==> src/cmd_seq_pkg.sv <==
`default_nettype none
package cmd_seq_pkg;
  localparam logic [7:0] LISTEN_BASE = 8'h20;
  localparam logic [7:0] UNLISTEN_CODE = 8'h3F;
  localparam logic [7:0] TALK_BASE = 8'h40;
  localparam logic [7:0] UNTALK_CODE = 8'h5F;
  localparam logic [7:0] SECONDARY_BASE = 8'h60;
  localparam logic [7:0] POLL_DISABLE_BASE = 8'h70;
  localparam logic [7:0] SECONDARY_LAST = 8'h7E;
  localparam logic [7:0] POLL_CONFIG_CODE = 8'h05;
  localparam logic [7:0] TAKE_CONTROL_CODE = 8'h09;
  localparam logic [4:0] MAX_ADDR = 5'h1E;
  localparam logic [3:0] AUX_NONE = 4'h0;
  localparam logic [3:0] AUX_TCA = 4'h1;
  localparam logic [3:0] AUX_GTS = 4'h2;
  localparam logic [3:0] AUX_CLEAR_ERR = 4'h3;
  localparam int BURST_MAX = 256;
  localparam logic [8:0] BURST_MAX_W = 9'h100;
  typedef enum logic [1:0] {CTL_IDLE, CTL_ACTIVE, CTL_STANDBY} ctl_state_t;
  typedef enum logic [1:0] {HS_IDLE, HS_WAIT_READY, HS_VALID, HS_RELEASE} hs_state_t;
  typedef enum logic [1:0] {MSG_OTHER, MSG_LISTEN, MSG_TALK, MSG_SECONDARY} msg_kind_t;
endpackage
`default_nettype wire

==> src/byte_link_if.sv <==
`default_nettype none
interface byte_link_if;
  logic start;
  logic [7:0] data;
  logic busy;
  logic done;
  logic noListener;
  modport ctrl (output start, output data, input busy, input done, input noListener);
  modport hs (input start, input data, output busy, output done, output noListener);
endinterface
`default_nettype wire

==> src/source_handshake.sv <==
`default_nettype none
module source_handshake
  import cmd_seq_pkg::*;
(
  input wire logic core_clk,
  input wire logic rst,
  byte_link_if.hs link,
  input wire logic nrfdIn,
  input wire logic ndacIn,
  output logic davOut,
  output logic [7:0] dioOut
);
  hs_state_t state_r, state_nxt;
  logic [7:0] data_r, data_nxt;
  logic done_r, done_nxt;
  logic absent_r, absent_nxt;

  always_comb begin
    state_nxt = state_r;
    data_nxt = data_r;
    done_nxt = 1'b0;
    absent_nxt = 1'b0;
    case (state_r)
      HS_IDLE: begin
        if (link.start) begin
          data_nxt = link.data;
          state_nxt = HS_WAIT_READY;
        end
      end
      HS_WAIT_READY: begin
        // With no acceptor on the cable both lines float false, so the byte can never be taken.
        if (!nrfdIn && !ndacIn) begin
          absent_nxt = 1'b1;
          state_nxt = HS_IDLE;
        end else if (!nrfdIn) begin
          state_nxt = HS_VALID;
        end
      end
      HS_VALID: begin
        if (!ndacIn) begin
          state_nxt = HS_RELEASE;
        end
      end
      HS_RELEASE: begin
        done_nxt = 1'b1;
        state_nxt = HS_IDLE;
      end
      default: state_nxt = HS_IDLE;
    endcase
  end

  always_ff @(posedge core_clk) begin
    if (rst) begin
      state_r <= HS_IDLE;
      data_r <= 8'h00;
      done_r <= 1'b0;
      absent_r <= 1'b0;
    end else begin
      state_r <= state_nxt;
      data_r <= data_nxt;
      done_r <= done_nxt;
      absent_r <= absent_nxt;
    end
  end

  assign davOut = (state_r == HS_VALID);
  assign dioOut = data_r;
  assign link.busy = (state_r != HS_IDLE);
  assign link.done = done_r;
  assign link.noListener = absent_r;
endmodule
`default_nettype wire

==> src/message_decoder.sv <==
`default_nettype none
module message_decoder
  import cmd_seq_pkg::*;
(
  input wire logic core_clk,
  input wire logic rst,
  input wire logic valid,
  input wire logic [7:0] msg,
  output logic [1:0] kind,
  output logic [4:0] addr,
  output logic pollEnable,
  output logic pollDisable
);
  logic configSeen_r, configSeen_nxt;
  logic [1:0] kind_r, kind_nxt;
  logic [4:0] addr_r, addr_nxt;
  logic ppe_r, ppe_nxt;
  logic ppd_r, ppd_nxt;

  always_comb begin
    configSeen_nxt = configSeen_r;
    kind_nxt = kind_r;
    addr_nxt = addr_r;
    ppe_nxt = 1'b0;
    ppd_nxt = 1'b0;
    if (valid) begin
      addr_nxt = msg[4:0];
      kind_nxt = MSG_OTHER;
      if (msg[6:5] == LISTEN_BASE[6:5] && msg != UNLISTEN_CODE) begin
        kind_nxt = MSG_LISTEN;
      end else if (msg[6:5] == TALK_BASE[6:5] && msg != UNTALK_CODE) begin
        kind_nxt = MSG_TALK;
      end else if (msg >= SECONDARY_BASE && msg <= SECONDARY_LAST) begin
        kind_nxt = MSG_SECONDARY;
        if (configSeen_r) begin
          ppe_nxt = (msg < POLL_DISABLE_BASE);
          ppd_nxt = (msg >= POLL_DISABLE_BASE);
        end
      end
      if (msg < SECONDARY_BASE) begin
        configSeen_nxt = (msg == POLL_CONFIG_CODE);
      end
    end
  end

  always_ff @(posedge core_clk) begin
    if (rst) begin
      configSeen_r <= 1'b0;
      kind_r <= MSG_OTHER;
      addr_r <= 5'h00;
      ppe_r <= 1'b0;
      ppd_r <= 1'b0;
    end else begin
      configSeen_r <= configSeen_nxt;
      kind_r <= kind_nxt;
      addr_r <= addr_nxt;
      ppe_r <= ppe_nxt;
      ppd_r <= ppd_nxt;
    end
  end

  assign kind = kind_r;
  assign addr = addr_r;
  assign pollEnable = ppe_r;
  assign pollDisable = ppd_r;
endmodule
`default_nettype wire

==> src/cmd_sequencer.sv <==
// Operation
// - Command bytes move only with attention asserted.
// - Listen is 0x20 plus address; 0x3F unlistens.
// - Talk is 0x40 plus address; 0x5F untalks.
// - 0x60-0x7E secondary; after configure, enable/disable.
// - Empty flag shows output register free.
// - No listener sets listener-absent error flag.
// - Take-control command asserts attention, becomes active.
// - Standby command releases attention for talker.
// - Byte-taken flag rises after each data byte.
// - Write: untalk, unlisten, own talk, listener.
// - Take-control byte drops device to idle controller.
`default_nettype none
module cmd_sequencer
  import cmd_seq_pkg::*;
(
  input wire logic core_clk,
  input wire logic rst,
  input wire logic auxWrite,
  input wire logic [3:0] auxCommand,
  input wire logic byteWrite,
  input wire logic [7:0] byteIn,
  input wire logic nrfdIn,
  input wire logic ndacIn,
  output logic atnOut,
  output logic davOut,
  output logic [7:0] dioOut,
  output logic cmdByteOutEmptyFlag,
  output logic byteTakenFlag,
  output logic listenerAbsentFlag,
  output logic activeController,
  output logic standbyController,
  output logic [7:0] burstCount,
  output logic [1:0] lastKind,
  output logic [4:0] lastAddr,
  output logic pollEnable,
  output logic pollDisable
);
  byte_link_if link ();

  ctl_state_t ctl_r, ctl_nxt;
  logic [7:0] byteOutRegister_r, byteOutRegister_nxt;
  logic pending_r, pending_nxt;
  logic start_r, start_nxt;
  logic inFlightIsCmd_r, inFlightIsCmd_nxt;
  logic inFlightTct_r, inFlightTct_nxt;
  logic empty_r, empty_nxt;
  logic taken_r, taken_nxt;
  logic absent_r, absent_nxt;
  logic [8:0] burst_r, burst_nxt;
  logic atn_r, atn_nxt;
  logic decodeValid_r, decodeValid_nxt;
  logic activeCtl_r, activeCtl_nxt;
  logic standbyCtl_r, standbyCtl_nxt;
  logic davWire;
  logic [7:0] dioWire;
  logic dav_r;
  logic [7:0] dio_r;

  source_handshake u_handshake (
    .core_clk(core_clk),
    .rst(rst),
    .link(link.hs),
    .nrfdIn(nrfdIn),
    .ndacIn(ndacIn),
    .davOut(davWire),
    .dioOut(dioWire)
  );

  message_decoder u_decoder (
    .core_clk(core_clk),
    .rst(rst),
    .valid(decodeValid_r),
    .msg(byteOutRegister_r),
    .kind(lastKind),
    .addr(lastAddr),
    .pollEnable(pollEnable),
    .pollDisable(pollDisable)
  );

  assign link.start = start_r;
  assign link.data = byteOutRegister_r;

  always_comb begin
    ctl_nxt = ctl_r;
    byteOutRegister_nxt = byteOutRegister_r;
    pending_nxt = pending_r;
    start_nxt = 1'b0;
    inFlightIsCmd_nxt = inFlightIsCmd_r;
    inFlightTct_nxt = inFlightTct_r;
    empty_nxt = empty_r;
    taken_nxt = taken_r;
    absent_nxt = absent_r;
    burst_nxt = burst_r;
    decodeValid_nxt = 1'b0;
    if (auxWrite) begin
      case (auxCommand)
        AUX_TCA: begin
          ctl_nxt = CTL_ACTIVE;
          burst_nxt = 9'h000;
        end
        AUX_GTS: begin
          if (ctl_r == CTL_ACTIVE) begin
            ctl_nxt = CTL_STANDBY;
          end
        end
        AUX_CLEAR_ERR: absent_nxt = 1'b0;
        default: ctl_nxt = ctl_r;
      endcase
    end
    // The host only writes while the register is free; a write when busy is dropped to keep order.
    if (byteWrite && empty_r) begin
      byteOutRegister_nxt = byteIn;
      pending_nxt = 1'b1;
      empty_nxt = 1'b0;
      taken_nxt = 1'b0;
    end
    // Launch a queued byte; commands wait for attention, data waits for standby.
    if (pending_r && !link.busy && !start_r) begin
      if (ctl_r == CTL_ACTIVE && atn_r) begin
        start_nxt = 1'b1;
        pending_nxt = 1'b0;
        inFlightIsCmd_nxt = 1'b1;
        inFlightTct_nxt = (byteOutRegister_r == TAKE_CONTROL_CODE);
        decodeValid_nxt = 1'b1;
        if (burst_r != BURST_MAX_W) begin
          burst_nxt = burst_r + 9'h001;
        end
      end else if (ctl_r == CTL_STANDBY && !atn_r) begin
        start_nxt = 1'b1;
        pending_nxt = 1'b0;
        inFlightIsCmd_nxt = 1'b0;
        inFlightTct_nxt = 1'b0;
      end
    end
    if (link.done) begin
      empty_nxt = 1'b1;
      if (!inFlightIsCmd_r) begin
        taken_nxt = 1'b1;
      end
      if (inFlightIsCmd_r && inFlightTct_r) begin
        ctl_nxt = CTL_IDLE;
      end
    end
    if (link.noListener) begin
      absent_nxt = 1'b1;
      empty_nxt = 1'b1;
    end
  end

  always_comb begin
    atn_nxt = (ctl_nxt == CTL_ACTIVE);
    activeCtl_nxt = (ctl_nxt == CTL_ACTIVE);
    standbyCtl_nxt = (ctl_nxt == CTL_STANDBY);
    // Attention must not drop from launch until a command byte is taken, or it would go out as data.
    if ((link.busy || start_r || start_nxt) && inFlightIsCmd_nxt && ctl_nxt != CTL_IDLE) begin
      atn_nxt = 1'b1;
    end
  end

  always_ff @(posedge core_clk) begin
    if (rst) begin
      ctl_r <= CTL_IDLE;
      byteOutRegister_r <= 8'h00;
      pending_r <= 1'b0;
      start_r <= 1'b0;
      inFlightIsCmd_r <= 1'b0;
      inFlightTct_r <= 1'b0;
      empty_r <= 1'b1;
      taken_r <= 1'b0;
      absent_r <= 1'b0;
      burst_r <= 9'h000;
      atn_r <= 1'b0;
      decodeValid_r <= 1'b0;
      activeCtl_r <= 1'b0;
      standbyCtl_r <= 1'b0;
      dav_r <= 1'b0;
      dio_r <= 8'h00;
    end else begin
      ctl_r <= ctl_nxt;
      byteOutRegister_r <= byteOutRegister_nxt;
      pending_r <= pending_nxt;
      start_r <= start_nxt;
      inFlightIsCmd_r <= inFlightIsCmd_nxt;
      inFlightTct_r <= inFlightTct_nxt;
      empty_r <= empty_nxt;
      taken_r <= taken_nxt;
      absent_r <= absent_nxt;
      burst_r <= burst_nxt;
      atn_r <= atn_nxt;
      decodeValid_r <= decodeValid_nxt;
      activeCtl_r <= activeCtl_nxt;
      standbyCtl_r <= standbyCtl_nxt;
      dav_r <= davWire;
      dio_r <= dioWire;
    end
  end

  assign atnOut = atn_r;
  assign davOut = dav_r;
  assign dioOut = dio_r;
  assign cmdByteOutEmptyFlag = empty_r;
  assign byteTakenFlag = taken_r;
  assign listenerAbsentFlag = absent_r;
  assign activeController = activeCtl_r;
  assign standbyController = standbyCtl_r;
  assign burstCount = burst_r[7:0];

  AST_TCA_ACTIVE: assert property (@(posedge core_clk) disable iff (rst)
    auxWrite && auxCommand == AUX_TCA && !link.done |=> atnOut)
    else $error("Take control did not raise attention.");

  AST_GTS_RELEASE: assert property (@(posedge core_clk) disable iff (rst)
    auxWrite && auxCommand == AUX_GTS && ctl_r == CTL_ACTIVE && !link.busy && !start_r && !pending_r
      |=> ##1 !atnOut)
    else $error("Standby did not release attention.");

  AST_CMD_UNDER_ATN: assert property (@(posedge core_clk) disable iff (rst)
    davOut && inFlightIsCmd_r |-> atnOut)
    else $error("Command byte launched without attention.");

  AST_EMPTY_CLEARS: assert property (@(posedge core_clk) disable iff (rst)
    byteWrite && empty_r |=> !cmdByteOutEmptyFlag)
    else $error("Empty flag stayed set after a write.");

  AST_ABSENT_SET: assert property (@(posedge core_clk) disable iff (rst)
    link.noListener |=> listenerAbsentFlag && cmdByteOutEmptyFlag)
    else $error("Missing listener not flagged.");

  AST_TAKEN_DATA: assert property (@(posedge core_clk) disable iff (rst)
    link.done && !inFlightIsCmd_r |=> byteTakenFlag)
    else $error("Byte-taken flag not raised after data byte.");

  AST_TCT_IDLE: assert property (@(posedge core_clk) disable iff (rst)
    link.done && inFlightIsCmd_r && inFlightTct_r |=> ##1 !atnOut && !activeController)
    else $error("Take control byte did not drop to idle.");

  AST_WRITE_ONE_CYCLE: assert property (@(posedge core_clk) disable iff (rst)
    byteWrite && empty_r |=> byteOutRegister_r == $past(byteIn))
    else $error("Byte write not stored in one cycle.");

  AST_LISTEN_DECODE: assert property (@(posedge core_clk) disable iff (rst)
    decodeValid_r && byteOutRegister_r[7:5] == 3'h1 && byteOutRegister_r != UNLISTEN_CODE
      |=> lastKind == MSG_LISTEN)
    else $error("Listen address misdecoded.");

  AST_RESET_STATE: assert property (@(posedge core_clk) rst |=> !atnOut && !davOut && cmdByteOutEmptyFlag
    && !listenerAbsentFlag && !byteTakenFlag && !activeController && !standbyController)
    else $error("Outputs not at reset values.");

  AST_EMPTY_HOLDS: assert property (@(posedge core_clk) disable iff (rst)
    !cmdByteOutEmptyFlag && !link.done && !link.noListener |=> !cmdByteOutEmptyFlag)
    else $error("Empty flag set before the byte was taken.");

  AST_DONE_SETS_EMPTY: assert property (@(posedge core_clk) disable iff (rst)
    link.done |=> cmdByteOutEmptyFlag)
    else $error("Empty flag not set after the byte was taken.");

  AST_TAKEN_CLEARS: assert property (@(posedge core_clk) disable iff (rst)
    byteWrite && cmdByteOutEmptyFlag |=> !byteTakenFlag)
    else $error("Byte-taken flag not cleared by a new write.");

  AST_ABSENT_STICKY: assert property (@(posedge core_clk) disable iff (rst)
    listenerAbsentFlag && !(auxWrite && auxCommand == AUX_CLEAR_ERR) |=> listenerAbsentFlag)
    else $error("Listener-absent flag cleared without a clear command.");

  AST_TALK_DECODE: assert property (@(posedge core_clk) disable iff (rst)
    decodeValid_r && byteOutRegister_r >= TALK_BASE && byteOutRegister_r < UNTALK_CODE
      |=> lastKind == MSG_TALK && lastAddr == byteOutRegister_r[4:0])
    else $error("Talk address misdecoded.");

  AST_UNTALK_DECODE: assert property (@(posedge core_clk) disable iff (rst)
    decodeValid_r && byteOutRegister_r == UNTALK_CODE |=> lastKind == MSG_OTHER)
    else $error("Untalk taken as an address.");

  AST_UNLISTEN_DECODE: assert property (@(posedge core_clk) disable iff (rst)
    decodeValid_r && byteOutRegister_r == UNLISTEN_CODE |=> lastKind == MSG_OTHER)
    else $error("Unlisten taken as an address.");

  AST_SECONDARY_KIND: assert property (@(posedge core_clk) disable iff (rst)
    decodeValid_r && byteOutRegister_r >= SECONDARY_BASE && byteOutRegister_r <= SECONDARY_LAST
      |=> lastKind == MSG_SECONDARY)
    else $error("Secondary address misdecoded.");

  AST_NO_ENABLE_HIGH: assert property (@(posedge core_clk) disable iff (rst)
    decodeValid_r && byteOutRegister_r >= POLL_DISABLE_BASE |=> !pollEnable)
    else $error("Poll enable raised by a high code.");

  AST_NO_DISABLE_LOW: assert property (@(posedge core_clk) disable iff (rst)
    decodeValid_r && byteOutRegister_r < POLL_DISABLE_BASE |=> !pollDisable)
    else $error("Poll disable raised by a low code.");

  AST_POLL_SECONDARY: assert property (@(posedge core_clk) disable iff (rst)
    pollEnable || pollDisable |-> lastKind == MSG_SECONDARY)
    else $error("Poll pulse without a secondary address.");

  AST_CMD_FROM_ACTIVE: assert property (@(posedge core_clk) disable iff (rst)
    start_r && inFlightIsCmd_r |-> $past(ctl_r) == CTL_ACTIVE)
    else $error("Command byte launched while not active.");

  AST_DATA_FROM_STANDBY: assert property (@(posedge core_clk) disable iff (rst)
    start_r && !inFlightIsCmd_r |-> $past(ctl_r) == CTL_STANDBY && !$past(atn_r))
    else $error("Data byte launched outside standby.");

  AST_ONE_IN_FLIGHT: assert property (@(posedge core_clk) disable iff (rst)
    start_r |-> !link.busy)
    else $error("Byte launched while another was in flight.");
endmodule
`default_nettype wire

==> config.mk <==
export PLATFORM = sky130hd
export DESIGN_NAME = cmd_sequencer
export DESIGN_NICKNAME = d
export VERILOG_FILES = /design/src/cmd_seq_pkg.sv /design/src/byte_link_if.sv /design/src/source_handshake.sv /design/src/message_decoder.sv /design/src/cmd_sequencer.sv
export SDC_FILE = /design/constraint.sdc
export NUM_CORES = 1
export LEC_CHECK = 0
export ABC_AREA = 1
export BUFFER_PORTS_ARGS = -buffer_cell sky130_fd_sc_hd__buf_4
export CORE_ASPECT_RATIO = 0.75
export CORE_MARGIN = 10
export CORE_UTILIZATION = 33
export CTS_BUF_LIST = sky130_fd_sc_hd__clkbuf_4 sky130_fd_sc_hd__clkbuf_8 sky130_fd_sc_hd__clkbuf_16
export DETAILED_ROUTE_END_ITERATION = 8
export PLACE_DENSITY = 0.62
export SETUP_SLACK_MARGIN = 0.2
export SYNTH_ARGS = -nofsm -noshare
export SYNTH_HDL_FRONTEND = slang
export SYNTH_SLANG_ARGS = --single-unit
==> constraint.sdc <==
create_clock -name core_clk -period 1.6 [get_ports core_clk]
set_input_delay 0.32 -clock core_clk [delete_from_list [all_inputs] [get_ports core_clk]]
set_output_delay 0.32 -clock core_clk [all_outputs]
set_load 0.05 [all_outputs]
==> flow_metrics.py <==
metrics = {
    "outcome": {
        "outcome": "complete, no violations",
    },
    "flow_run": {
        "maxCapViolCount": 0,
    },
    "finish": {
        "nets": 431,
        "drive_above_1_share": 0.219,
        "n_antenna_cell": 0,
        "fin_area_mm2": 0.00329,
        "syn_to_final_growth_pct": 26.7,
    },
    "timing": {
        "setup_viol": 0,
        "finalMaxSlewViolations": 0,
        "tightest_slew_ns": 0.509,
        "fin_setup_tns_ns": 0,
        "rsz0062_at_grt": "true",
        "hold_viol_final": 0,
        "relSlewSlack": 0.660,
        "fin_crit_ns": 1.34,
        "max_freq_mhz": 745,
        "skew_ns": 0.00725,
        "fin_crit_sh": 0.838,
    },
    "setup_path": {
        "crit_fanout": 6,
        "r2r-end": "burst_r[8]$_SDFF_PP0_",
        "worst_ep_arrival_time_ns": 1.02,
        "reg2reg_from": "burst_r[0]$_SDFF_PP0_",
        "crit_required_ns": 1.28,
        "r2r_slack_ns": 0.31,
        "cp-end-kind": "primary output",
        "cp_top_family": "flip-flops",
        "max_stage_delay_ns": 0.45,
        "critical_path_depth": 1,
        "worstPathCellList": "buf_4",
        "crit_buf_inv": 1,
        "path_class": "flip-flop to primary output",
        "cp-start-kind": "flip-flop",
        "r2r_cells": 9,
        "crit_path_top_delay_cell": "dfxtp_1",
    },
    "routing": {
        "routed_wirelength_um": 6240,
        "drt_iter0_drc": 104,
        "drtAntennaViolNets": 0,
        "vias": 2359,
        "drt_pre_antenna_iters": 4,
        "vias_per_cell": 4.56,
        "routedWlPerCell_um": 12.1,
        "drc": 0,
    },
    "global_route": {
        "grt-ovfl-total": 0,
        "grt_max_degree": 26,
        "track_usage": 0.108,
        "antenna_found_initial": 0,
        "grt_pass1_wl_um": 10700,
        "grt_pass1_vias": 2259,
    },
    "placed_design": {
        "hpwl_um": 4520,
        "gp_congestion": 0.767,
        "portBuffers": 49,
        "placed_area_mm2": 0.00303,
    },
    "synthesis": {
        "synth_seq_cells": 61,
        "syn_area_mm2": 0.00259,
        "syn_avg_cell_area_um2": 7.18,
        "synth.yosys.seq_area_share": 0.471,
        "synthesis.nets": 381,
        "yosysWarningCount": 0,
        "yosysUniqueCellTypes": 26,
        "syn_inst": 361,
    },
    "die": {
        "initial_core_util": 0.346,
        "core-area_mm2": 0.00750,
        "dieWidth_um": 122,
        "die_area_mm2": 0.0118,
        "ios": 50,
        "num_rows": 27,
        "die_h_um": 96.8,
    },
    "clock_tree": {
        "cts_tree": "done",
        "cts_buffers": 9,
        "numClockSinks": 61,
        "clk_path_buf_depth": 2,
        "cts-root-buf": "clkbuf_8",
        "path_clk_slew_ns": 0.07,
        "cts_htree_levels": 3,
        "insertion_delay_ns": 0.34,
    },
    "min_path": {
        "min-delay-start": "ndacIn",
        "hp-class": "primary input to flip-flop",
        "min_to": "u_handshake.link.noListener$_SDFF_PP0_",
        "min_path_cells": 2,
    },
    "power_and_ir_drop": {
        "cellLeakagePower_uw": 0.00149,
        "power.density_mw_per_mm2": 991,
        "max-vdd-ir-drop_uv": 408,
    },
}
## per-stage QoR
| step | std cells | hold slack (ns) | total power (uW) | worst slack [ns] | util |
|---|---|---|---|---|---|
| after global routing | 517 | 0.132 | 3400 | 0.178 | 0.438 |
| after detailed placement | 499 | 0.423 | 1770 | 0.246 | 0.404 |
| after floorplan | 361 | 0.397 | 1700 | 0.251 | - |
| after CTS | 515 | 0.149 | 3300 | 0.210 | 0.433 |
| after global placement | 499 | 0.424 | 1770 | 0.234 | 0.404 |
| final | 517 | 0.163 | 3260 | 0.259 | 0.438 |
## sequential cells by signal (all words and copies together) (netlist names), 2 cells and up, named ones only
name                cells
burst_r                 9
byteOutRegister_r       8
u_decoder.kind          2
u_handshake.dioOut      8
dioOut                  8
u_decoder.addr          5
ctl_r                   2
## synth_stat cells (all sizes together)
library cell,instances,area (um2)
nand2,79,307
dfxtp,61,1220
nor2,54,234
inv,53,199
a21oi,30,150
o21ai,26,130
nand3,22,128
buf,16,100
nor3,9,45.0
nand4,3,18.8
clkbuf,2,7.51
ha,2,25.0
nand3b,1,7.51
o211ai,1,7.51
o21a,1,7.51
or2,1,6.26
## routing by layer
layer,track usage,share of wire
met1,0.134,0.48
met5,0,0
met3,0.0556,0.081
met2,0.162,0.43
met4,0.0278,0.011
## kinds of logic after synthesis
family,share of synthesized area
and+or+nand+nor,0.288
buffers and inverters,0.118
DFF,0.471
AOI/OAI and AO/OA,0.114
adders and majority gates,0.00965
## power breakdown
| part | internal, uW | switching (uW) | leakage (uW) |
|---|---|---|---|
| clock | 881 | 641 | 0.0000981 |
| sequential | 1540 | 23.7 | 0.000497 |
| combinational | 65.7 | 107 | 0.000892 |
| total | 2480 | 772 | 0.00149 |
## placed cells by master (no fill, tap or decap)
master	instances
inv_6	1
nand2_4	2
ha_1	2
inv_1	50
o21a_1	1
buf_4	55
nor3_1	9
nand3_4	1
nor2_4	2
nand3b_1	1
buf_6	1
bufinv_16	2
dfxtp_1	55
o211ai_1	1
a21oi_1	30
nand2_2	2
nor2_1	51
o21ai_1	1
clkbuf_8	9
o21ai_0	25
inv_2	3
nand2_1	76
or2_2	1
dfxtp_2	4
nand3_1	20
nand4_1	3
nand3_2	1
clkinvlp_4	4
nor2_8	1
dfxtp_4	2
## layout make-up
type	count	area, um2
Inverter	53	199
Tap cell	101	126
Clock buffer	9	124
Clock inverter	7	98.8
Multi-Input combinational cell	230	1080
Fill cell	782	4210
Sequential cell	61	1230
Timing Repair Buffer	56	424
## worst max-delay path by stage
stage,start,to,slack [ns]
finish,burst_r[4]$_SDFF_PP0_,burstCount[4],0.26
floorplan,cmdByteOutEmptyFlag$_SDFFE_PP1P_,byteOutRegister_r[0]$_SDFFE_PP0P_,0.25
detailed placement,burst_r[0]$_SDFF_PP0_,burst_r[1]$_SDFF_PP0_,0.25
global placement,burst_r[0]$_SDFF_PP0_,burst_r[6]$_SDFF_PP0_,0.23
global route,burst_r[0]$_SDFF_PP0_,burst_r[0]$_SDFF_PP0_,0.18
CTS,burst_r[3]$_SDFF_PP0_,burstCount[3],0.21
## repair_timing
action                     4_1_cts  5_1_grt
gates resized for setup          0       11
setup endpoints to repair        0       15
hold buffers                     0        0
buffers inserted                 0        1
(Power assumes the default switching activity.)
